[src/core/bsd_pkg.sv]
/*
 Package for the boot strap option decoder: mode codes, baud rate values,
 switch field positions and the decoded settings carrier.
 Assumes nothing beyond a SystemVerilog elaborator.
*/
package bsd_pkg;

   // Start-up modes chosen by the mode strap.
   typedef enum logic [1:0] {
      BSD_MODE_NONE    = 2'b00,
      BSD_MODE_MONITOR = 2'b01,
      BSD_MODE_AUTOBOOT = 2'b10,
      BSD_MODE_CONFLICT = 2'b11
   } bsd_mode_type;

   // Sampler states.
   typedef enum logic [1:0] {
      BSD_ST_RESET  = 2'b00,
      BSD_ST_SETTLE = 2'b01,
      BSD_ST_HOLD   = 2'b10
   } bsd_state_type;

   // Switch field positions, switch one is bit 0.
   localparam int BSD_CON_LSB  = 0;
   localparam int BSD_PRN_LSB  = 3;
   localparam int BSD_SPARE_A  = 5;
   localparam int BSD_SPARE_B  = 6;
   localparam int BSD_MAINT    = 7;

   // Settle count: three-stage synchroniser plus one agreement cycle.
   localparam logic [2:0] BSD_SETTLE_CYCLES = 3'h4;

   // Baud rate values.
   localparam logic [15:0] BSD_BAUD_110   = 16'h006E;
   localparam logic [15:0] BSD_BAUD_300   = 16'h012C;
   localparam logic [15:0] BSD_BAUD_600   = 16'h0258;
   localparam logic [15:0] BSD_BAUD_1200  = 16'h04B0;
   localparam logic [15:0] BSD_BAUD_2400  = 16'h0960;
   localparam logic [15:0] BSD_BAUD_4800  = 16'h12C0;
   localparam logic [15:0] BSD_BAUD_9600  = 16'h2580;
   localparam logic [15:0] BSD_BAUD_19200 = 16'h4B00;

   // Reset values of the decoded settings.
   localparam logic [2:0]  BSD_CON_CODE_RESET = 3'h6;
   localparam logic [1:0]  BSD_PRN_CODE_RESET = 2'h0;

   // Decoded settings that travel together.
   typedef struct packed {
      bsd_mode_type mode;
      logic [2:0]   con_code;
      logic [15:0]  con_baud;
      logic [1:0]   prn_code;
      logic [15:0]  prn_baud;
      logic         maint_closed;
   } bsd_settings_type;

endpackage

[src/core/bsd_decoder.sv]
/*
 Boot strap option decoder. Samples the mode strap pins and the eight
 system environment switches once after reset and holds the decoded
 start-up mode and baud rates until the next reset; also reports the
 fixed grant priority position of a slot.
 The block has no clock enable and no bus: every setting is a plain port,
 and every output leaves from a flip-flop.
 Assumes switch and strap pins are asynchronous levels, high when open,
 that they are set before reset is released and left alone afterwards,
 and that the grant daisy chain itself, with its filled slots, lives on
 the backplane outside this block.
*/
`timescale 1ns/1ps

module bsd_decoder (
   // Clock and reset.
   input  wire logic                    core_clk,
   input  wire logic                    rst_b,
   // Strap pins, high when not joined to the common pin.
   input  wire logic                    debugger_option_pin,
   input  wire logic                    autoboot_option_pin,
   // Environment switches, bit 0 is switch one, high when open.
   input  wire logic [7:0]              env_switch,
   // Slot position query: 0 board, 1..6 primary A-F, 7..14 secondary H-P.
   input  wire logic [3:0]              slot_pos,
   // Decoded settings.
   output bsd_pkg::bsd_settings_type    settings,
   output logic                         settings_valid,
   output logic                         hex_debug_monitor_state,
   output logic                         autoboot_start,
   output logic [3:0]                   slot_rank
);

   // Synchroniser stages, sampler state and the captured codes.
   logic [9:0]                  sync1;
   logic [9:0]                  sync2;
   logic [9:0]                  sync3;
   logic [2:0]                  settle_cnt;
   bsd_pkg::bsd_state_type      state;
   logic [2:0]                  con_code;
   logic [1:0]                  prn_code;
   bsd_pkg::bsd_mode_type       mode;
   logic                        maint_held;
   logic                        capture_now;
   logic                        in_hold;

   // Console rate lookup.
   function automatic logic [15:0] con_rate(input logic [2:0] code);
      case (code)
         3'h0: con_rate = bsd_pkg::BSD_BAUD_110;
         3'h1: con_rate = bsd_pkg::BSD_BAUD_300;
         3'h2: con_rate = bsd_pkg::BSD_BAUD_600;
         3'h3: con_rate = bsd_pkg::BSD_BAUD_1200;
         3'h4: con_rate = bsd_pkg::BSD_BAUD_2400;
         3'h5: con_rate = bsd_pkg::BSD_BAUD_4800;
         3'h6: con_rate = bsd_pkg::BSD_BAUD_9600;
         default: con_rate = bsd_pkg::BSD_BAUD_19200;
      endcase
   endfunction

   // Printer rate lookup; code bit 0 is switch four closed.
   function automatic logic [15:0] prn_rate(input logic [1:0] code);
      case (code)
         2'h0: prn_rate = bsd_pkg::BSD_BAUD_9600;
         2'h1: prn_rate = bsd_pkg::BSD_BAUD_1200;
         2'h2: prn_rate = bsd_pkg::BSD_BAUD_300;
         default: prn_rate = bsd_pkg::BSD_BAUD_110;
      endcase
   endfunction

   // Capture is due once the settle count has run out and stages two and
   // three agree; the count keeps the reset pattern out of the sample.
   function automatic logic capture_due(input bsd_pkg::bsd_state_type st,
                                        input logic [2:0]             cnt,
                                        input logic [9:0]             stage2,
                                        input logic [9:0]             stage3);
      capture_due = (st == bsd_pkg::BSD_ST_SETTLE) &&
                    (cnt >= bsd_pkg::BSD_SETTLE_CYCLES) && (stage2 == stage3);
   endfunction

   // Strap decode: a low pin is joined to the common pin and reads as set.
   // Bit 1 is the autoboot strap and bit 0 the debugger strap.
   function automatic bsd_pkg::bsd_mode_type strap_mode(input logic [1:0] pins);
      strap_mode = bsd_pkg::bsd_mode_type'(~pins);
   endfunction

   // Grant rank of a slot position; a lower rank is served first.
   // Positions past the last secondary slot report rank 15, the last served.
   function automatic logic [3:0] grant_rank(input logic [3:0] pos);
      grant_rank = (pos > 4'hE) ? 4'hF : pos;
   endfunction

   // One capture decision shared by the sampler and the capture registers.
   assign capture_now = capture_due(state, settle_cnt, sync2, sync3);

   // Three-stage synchroniser; only stages two and three are compared.
   // Stage one may settle late after a switch bounce, so nothing else reads it.
   // Reset loads all-ones, the level of every open switch and unjoined strap.
   always_ff @(posedge core_clk) begin
      if (!rst_b) begin
         sync1 <= 10'h3FF;
         sync2 <= 10'h3FF;
         sync3 <= 10'h3FF;
      end else begin
         sync1 <= {autoboot_option_pin, debugger_option_pin, env_switch};
         sync2 <= sync1;
         sync3 <= sync2;
      end
   end

   // Settle, then capture once when stages agree, then hold until reset.
   // The count lets the all-ones reset pattern leave the synchroniser first,
   // so a strap that is joined cannot be missed on the first sample.
   // Pins that never agree keep the sampler waiting with valid low.
   always_ff @(posedge core_clk) begin
      if (!rst_b) begin
         state      <= bsd_pkg::BSD_ST_RESET;
         settle_cnt <= 3'h0;
      end else begin
         case (state)
            bsd_pkg::BSD_ST_RESET: begin
               state      <= bsd_pkg::BSD_ST_SETTLE;
               settle_cnt <= 3'h0;
            end
            bsd_pkg::BSD_ST_SETTLE: begin
               if (settle_cnt < bsd_pkg::BSD_SETTLE_CYCLES) begin
                  settle_cnt <= settle_cnt + 3'h1;
               end else if (capture_now) begin
                  state <= bsd_pkg::BSD_ST_HOLD;
               end
            end
            bsd_pkg::BSD_ST_HOLD: state <= bsd_pkg::BSD_ST_HOLD;
            default: state <= bsd_pkg::BSD_ST_RESET;
         endcase
      end
   end

   // Capture codes; closed (low) counts as 1, so the code is the inverse.
   // This is the only place the pins reach the settings, so a later change
   // of a switch or strap has no effect until the next reset.
   always_ff @(posedge core_clk) begin
      if (!rst_b) begin
         con_code   <= bsd_pkg::BSD_CON_CODE_RESET;
         prn_code   <= bsd_pkg::BSD_PRN_CODE_RESET;
         mode       <= bsd_pkg::BSD_MODE_MONITOR;
         maint_held <= 1'b0;
      end else if (capture_now) begin
         con_code   <= ~sync3[bsd_pkg::BSD_CON_LSB +: 3];
         prn_code   <= ~sync3[bsd_pkg::BSD_PRN_LSB +: 2];
         // A low strap pin means it is joined to the common pin.
         mode       <= strap_mode(sync3[9:8]);
         // Held like the rest, so the reported switch cannot move after capture.
         maint_held <= ~sync3[bsd_pkg::BSD_MAINT];
      end
   end

   // Settings fields follow the captured codes through the rate lookup.
   // Code and rate both come from the capture registers, so they change
   // on the same edge and never disagree on the port.
   // Switches six and seven pass through the synchroniser but reach no capture register or settings field.
   always_ff @(posedge core_clk) begin
      if (!rst_b) begin
         settings <= '{bsd_pkg::BSD_MODE_MONITOR,
                       bsd_pkg::BSD_CON_CODE_RESET, bsd_pkg::BSD_BAUD_9600,
                       bsd_pkg::BSD_PRN_CODE_RESET, bsd_pkg::BSD_BAUD_9600,
                       1'b0};
      end else begin
         settings.mode         <= mode;
         settings.con_code     <= con_code;
         settings.con_baud     <= con_rate(con_code);
         settings.prn_code     <= prn_code;
         settings.prn_baud     <= prn_rate(prn_code);
         // Status only: a closed maintenance switch is reported, not acted on.
         settings.maint_closed <= maint_held;
      end
   end

   // Sampler state as a plain level, shared by valid and the start flags.
   assign in_hold = (state == bsd_pkg::BSD_ST_HOLD);

   // Settings valid from the cycle after the first held cycle until the next reset.
   always_ff @(posedge core_clk) begin
      if (!rst_b) begin
         settings_valid <= 1'b0;
      end else begin
         settings_valid <= in_hold;
      end
   end

   // Start-up flags, raised together with valid and never before it.
   // Debugger wins if both straps are joined, the safer start.
   always_ff @(posedge core_clk) begin
      if (!rst_b) begin
         hex_debug_monitor_state <= 1'b0;
         autoboot_start          <= 1'b0;
      end else begin
         hex_debug_monitor_state <= in_hold && mode[0];
         autoboot_start          <= in_hold && (mode == bsd_pkg::BSD_MODE_AUTOBOOT);
      end
   end

   // Fixed grant rank: lower is served first; the chain itself is outside.
   always_ff @(posedge core_clk) begin
      if (!rst_b) begin
         slot_rank <= 4'h0;
      end else begin
         slot_rank <= grant_rank(slot_pos);
      end
   end

endmodule

[config.mk]
export PLATFORM = sky130hd
export DESIGN_NAME = bsd_decoder
export DESIGN_NICKNAME = d
export VERILOG_FILES = /design/src/core/bsd_pkg.sv /design/src/core/bsd_decoder.sv
export SDC_FILE = /design/constraint.sdc
export NUM_CORES = 1
export LEC_CHECK = 0
export BUFFER_PORTS_ARGS = -buffer_cell sky130_fd_sc_hd__buf_2
export CAP_MARGIN = 0
export CORE_ASPECT_RATIO = 1.2
export CORE_MARGIN = 4
export CORE_UTILIZATION = 52
export CTS_CLUSTER_DIAMETER = 150
export DETAILED_ROUTE_END_ITERATION = 8
export PLACE_DENSITY_LB_ADDON = 0.2
export SLEW_MARGIN = 10
export SYNTH_ARGS = -nofsm -noshare
export SYNTH_HDL_FRONTEND = slang
export SYNTH_SLANG_ARGS = --single-unit
[constraint.sdc]
create_clock -name core_clk -period 2.6 [get_ports core_clk]
set_clock_uncertainty 0.1 [all_clocks]
set_input_delay 0.13 -clock core_clk [delete_from_list [all_inputs] [get_ports core_clk]]
set_output_delay 0.13 -clock core_clk [all_outputs]
set_load 0.1 [all_outputs]
== Word-level counts from Yosys, hierarchy flattened ==
Cells that the tools add are included.

* Input port bits: 16
* Output and inout port bits: 47
* Register bits after elaboration: 90

* Mux-type cells: 8
* $lt $le $gt $ge: 3
* Reductions and logical operators: 10
* Add/subtract/negate cells: 1
* Bitwise operators: 4
* Equality and inequality tests: 15

{| class="wikitable"
|+ Operators with widths
! kind !! count
|-
| $pmux 15 s7 || 1
|-
| $pmux 14 s3 || 1
|-
| $eq 10x10->1 || 1
|-
| $eq 3x3->1 const B || 3
|-
| $eq 2x2->1 const B || 3
|-
| $eq 3x2->1 const B || 2
|-
| $pmux 2 s3 || 1
|-
| $pmux 3 s2 || 1
|-
| $eq 2x1->1 const B || 2
|-
| $gt 4x4->1 const B || 1
|-
| $logic_and 1x1->1 || 4
|-
| $logic_not 2->1 || 2
|-
| $mux 2 || 2
|-
| $mux 4 || 1
|-
| $ne 2x2->1 const B || 2
|-
| $not 2->2 || 2
|-
| $reduce_and 2->1 || 2
|-
| $add 3x1->3 const B || 1
|-
| $eq 3x1->1 const B || 1
|-
| $ge 3x3->1 const B || 1
|-
| $logic_not 3->1 || 1
|-
| $lt 3x3->1 const B || 1
|-
| $mux 3 || 1
|-
| $not 3->3 || 1
|-
| 3 further kinds || 3
|}

== Longest topological paths before layout ==
* Depth in word-level cells: 6
* Gate-level depth with buffers: 7
* Gate-level depth less buffers: 6

== Worst setup path after synthesis ==
No wires, ideal clock.

* Path kind: register to register
* Start: register state[1]
* End: register con_code[1]
* Path buffers: 1
* Data arrival time: 1961 ps
* Period minus slack after synthesis: 2182 ps
* Setup time: 121 ps
* Cell stages (with the launch flop): 8
* Slack: 418 ps
* Cells stage by stage: dfxtp_1 > inv_1 > ha_1 > nand2_1 > or4_4 > or3_1 > buf_6 > mux2_4

* Longest elaborated chain between the ends: 3

{| class="wikitable"
|+ RTL lines
! what !! line !! RTL
|-
| start: declaration || bsd_decoder.sv:39 || <nowiki>bsd_pkg::bsd_state_type state;</nowiki>
|-
| start signal: assignment || bsd_decoder.sv:117 || <nowiki>state <= bsd_pkg::BSD_ST_RESET;</nowiki>
|-
| start signal: assignment || bsd_decoder.sv:122 || <nowiki>state <= bsd_pkg::BSD_ST_SETTLE;</nowiki>
|-
| start signal: assignment || bsd_decoder.sv:129 || <nowiki>state <= bsd_pkg::BSD_ST_HOLD;</nowiki>
|-
| $eq 2x1->1 || bsd_decoder.sv:77 || <nowiki>capture_due = (st == bsd_pkg::BSD_ST_SETTLE) &&</nowiki>
|-
| $logic_and 1x1->1 || bsd_decoder.sv:77 ||
|-
| $logic_and 1x1->1 || bsd_decoder.sv:78 || <nowiki>(cnt >= bsd_pkg::BSD_SETTLE_CYCLES) && (stage2 == stage3);</nowiki>
|-
| end signal: assignment || bsd_decoder.sv:143 || <nowiki>con_code <= bsd_pkg::BSD_CON_CODE_RESET;</nowiki>
|-
| end signal: assignment || bsd_decoder.sv:148 || <nowiki>con_code <= ~sync3[bsd_pkg::BSD_CON_LSB +: 3];</nowiki>
|-
| end: declaration || bsd_decoder.sv:40 || <nowiki>logic [2:0] con_code;</nowiki>
|}

No other way between the ends.
A chain may end at the register's enable or synchronous reset.

== Worst setup path after layout ==
* Start: register state[1]
* End: register mode[1]

* Longest elaborated chain between the ends: 3

{| class="wikitable"
|+ RTL lines
! what !! line !! RTL
|-
| $eq 2x1->1 || bsd_decoder.sv:77 ||
|-
| $logic_and 1x1->1 || bsd_decoder.sv:77 ||
|-
| $logic_and 1x1->1 || bsd_decoder.sv:78 ||
|-
| end signal: assignment || bsd_decoder.sv:145 || <nowiki>mode <= bsd_pkg::BSD_MODE_MONITOR;</nowiki>
|-
| end signal: assignment || bsd_decoder.sv:151 || <nowiki>mode <= strap_mode(sync3[9:8]);</nowiki>
|-
| end: declaration || bsd_decoder.sv:42 || <nowiki>bsd_pkg::bsd_mode_type mode;</nowiki>
|}

No other way between the ends.

==> impl_results.md <==
- Hold depth: 2
- Commonest non-fill, non-tap cell in the layout: dfxtp_1
- Initial antenna violation count: 0
- Setup WS post-layout: 0.162 ns
- Peak supply drop: 0.532 mV
- CP top delay family: simple AND/OR/NAND/NOR gates
- Critical path origin: state[1]$_SDFFE_PN0P_
- CP Cell Sequence: inv_1, ha_1, nand2_1, or4_4, or3_1, mux2_4
- RR Startpoint: state[1]$_SDFFE_PN0P_
- Minimum clock period: 2.44 ns
- PostCTS Resize Cnt: 0
- Slew headroom: 51.6%
- Most frequent cells in the layout: dfxtp_1, buf_2, nand2b_1
- CP Data Arrival Time: 2.57 ns
- Max-Cap Viols: 0
- 1st-iter DRT viols: 73
- GR Layer Usage met2: 22.7%
- Boundary pin count: 63
- Mapped Area: 0.00261 sq mm
- Power Density: 733 mW/mm^2
- H-tree Lvls: 3
- First-pass GRT wire length: 6350 um
- Root Driver: clkbuf_8
- Final Hold Slack: 0.217 ns
- Place WS: 0.173 ns
- # Post-CTS Setup Buffers: 0
- Core Region: 0.00490 sq mm
- Max incr delay on CP: 0.59 ns
- DP Area: 0.00287 sq mm
- Worst-path maximum fanout: 8
- Die W: 72.7 um
- Grt total ovfl: 0
- Largest area contributor in the netlist: dfxtp_1
- Die extent in y: 85.7 um
- Die ar.: 0.00623 sq mm
- Layout cells sized above 1: 24.9%
- Critical Path RT: 2.73 ns
- Synth top area share: 60.5%
- Synth warn: 0
- Design Area, Final: 0.00316 sq mm
- Final worst-path cycle share: 93.8%
- Worst path buffer plus inverter count: 1
- Ant diodes: 0
- Final setup fails: 0
- Synth area leaders: dfxtp_1, nand2b_1, buf_4
- CTS tree: done
- Via count: 1,663
- Busiest layer in global routing: met2
- DRC Markers: 0
- Fin nets: 324
- Avg Cell Area, Syn: 11.0 sq um
- Drt first pass iters: 4
- Crit path capture: mode[1]$_SDFFE_PN0P_
- CP endpoint kind: register
- Total wire length: 3890 um
- Gr usage total: 13.5%
- Final Max Slew Viols: 0
- Post-synthesis to final-layout area growth: 21.0%
- Worst Reg-to-Reg Cells: 6
- R2r endpoint: mode[1]$_SDFFE_PN0P_
- Setup_tns: 0 ns
- Worst slew pin tran: 0.726 ns
- M3 GR Usage: 5.16%
- CTS buffer count: 9
- Flop-to-flop setup slack: 0.16 ns
- DR WL/cell: 10.5 um
- Final Hold Fails: 0
- Port bufs: 54
- WS Path Type: register to register
- Status: finished clean
- Hold Crit Class: input pin to register
- Antenna Violating Nets Remaining: 0
- Vias per cell: 4.51
- Dpl hpwl: 2640 um
- Clock transition at path regs: 0.07 ns
- Fill cell count: 423
- Largest net degree at the start of global routing: 50
- CP max stage cell: or3_1
- Post-synthesis cell count: 238
- Gp weighted congestion: 0.658
- Hold_buf cts: 14
- WP depth: 6
- RSZ-0062 raised after global routing: no
- Post-synthesis sequential area ratio: 60.5%
- # rows: 28
- M1 GR Usage: 13.7%
- Worst setup SP type: register
- Pleak: 1.50 nW
- Clock sinks: 79
- Starting density of the core: 53.3%
- Vias in the first global route: 1,476
- Synth cell types: 31
- Hold Crit Start: rst_b
- F_max: 0.410 GHz
- Skew-Pair Late Insertion Delay: 0.34 ns
- Number of synthesized register bits: 79
- Maximum clock insertion buffer count: 2
## registers in the layout, indices dropped and copies added (netlist names)
name,flops
state,2
sync1,10
prn_code,2
con_code,3
settle_cnt,3
slot_rank,4
settings,29
sync2,10
settings_valid,1
maint_held,1
mode,2
hex_debug_monitor_state,1
autoboot_start,1
sync3,10
## cells in the mapped netlist
master,number
and3_1,8
buf_6,1
buf_4,11
ha_1,4
or3_1,1
nand2b_1,35
and2_1,8
nand2_1,14
nand4_1,1
o21ai_0,7
clkbuf_1,9
nor3_1,4
dfxtp_1,79
or2_2,1
xor2_1,3
mux2i_1,3
and3b_1,1
nor2b_1,4
mux2_4,5
a22oi_1,1
inv_1,11
xnor2_1,9
o211ai_1,1
nand3_1,2
or4_4,1
and2b_2,1
o311ai_0,2
a32oi_1,3
conb_1,1
nor2_1,3
a21oi_1,4
## power breakdown
part | switching [W] | internal, W
sequential | 0.0000229 | 0.00126
clock | 0.000390 | 0.000338
combinational | 0.000214 | 0.0000950
## how the worst min path moves through the flow
stage                              end  slack (ns)
2_1_floorplan  settings[38]$_SDFF_PN1_        0.12
3_3_place_gp       sync1[4]$_SDFF_PN1_        0.21
3_5_place_dp       sync1[0]$_SDFF_PN1_        0.21
4_1_cts            sync3[2]$_SDFF_PN1_        0.20
5_1_grt            sync3[5]$_SDFF_PN1_        0.27
6_report           sync3[9]$_SDFF_PN1_        0.22
## cell families after synthesis
kind of cell,after synthesis,share of synthesized area (%)
flip-flops,79,60.5
multiplexers,8,4.02
buffers and inverters,32,6.46
AND/OR/NAND/NOR,84,18.6
XOR/XNOR,12,4.02
AO/OA/AOI/OAI,18,4.36
other,1,0.143
adder cells (fa/ha/maj),4,1.91
## per-layer routing
metal  share of wire, %  vias to the layer above
met5                  0                        -
met4                2.4                        0
met3                6.4                        9
met2                 50                       40
met1                 41                      738
li1                   -                      876
## cell type report
type / count / area, sq um / area share (%)
flip-flops and latches: 79 / 1580 / 50.0
repair buffers: 69 / 418 / 13.2
well taps: 60 / 75.1 / 2.37
clock buffers: 11 / 131 / 4.16
clock inverters: 5 / 25.0 / 0.791
inverters: 11 / 41.3 / 1.31
multi-input cells: 134 / 890 / 28.1
## stage by stage
step	utilization [%]	total power, W	std cells
detailed placement	58.4	0.00160	339
floorplan	-	0.00156	245
global placement	58.4	0.00159	339
finish	64.5	0.00232	369
global route	64.5	0.00242	369
CTS	64.5	0.00235	369
Note: power is estimated with default switching activity, not from simulation.
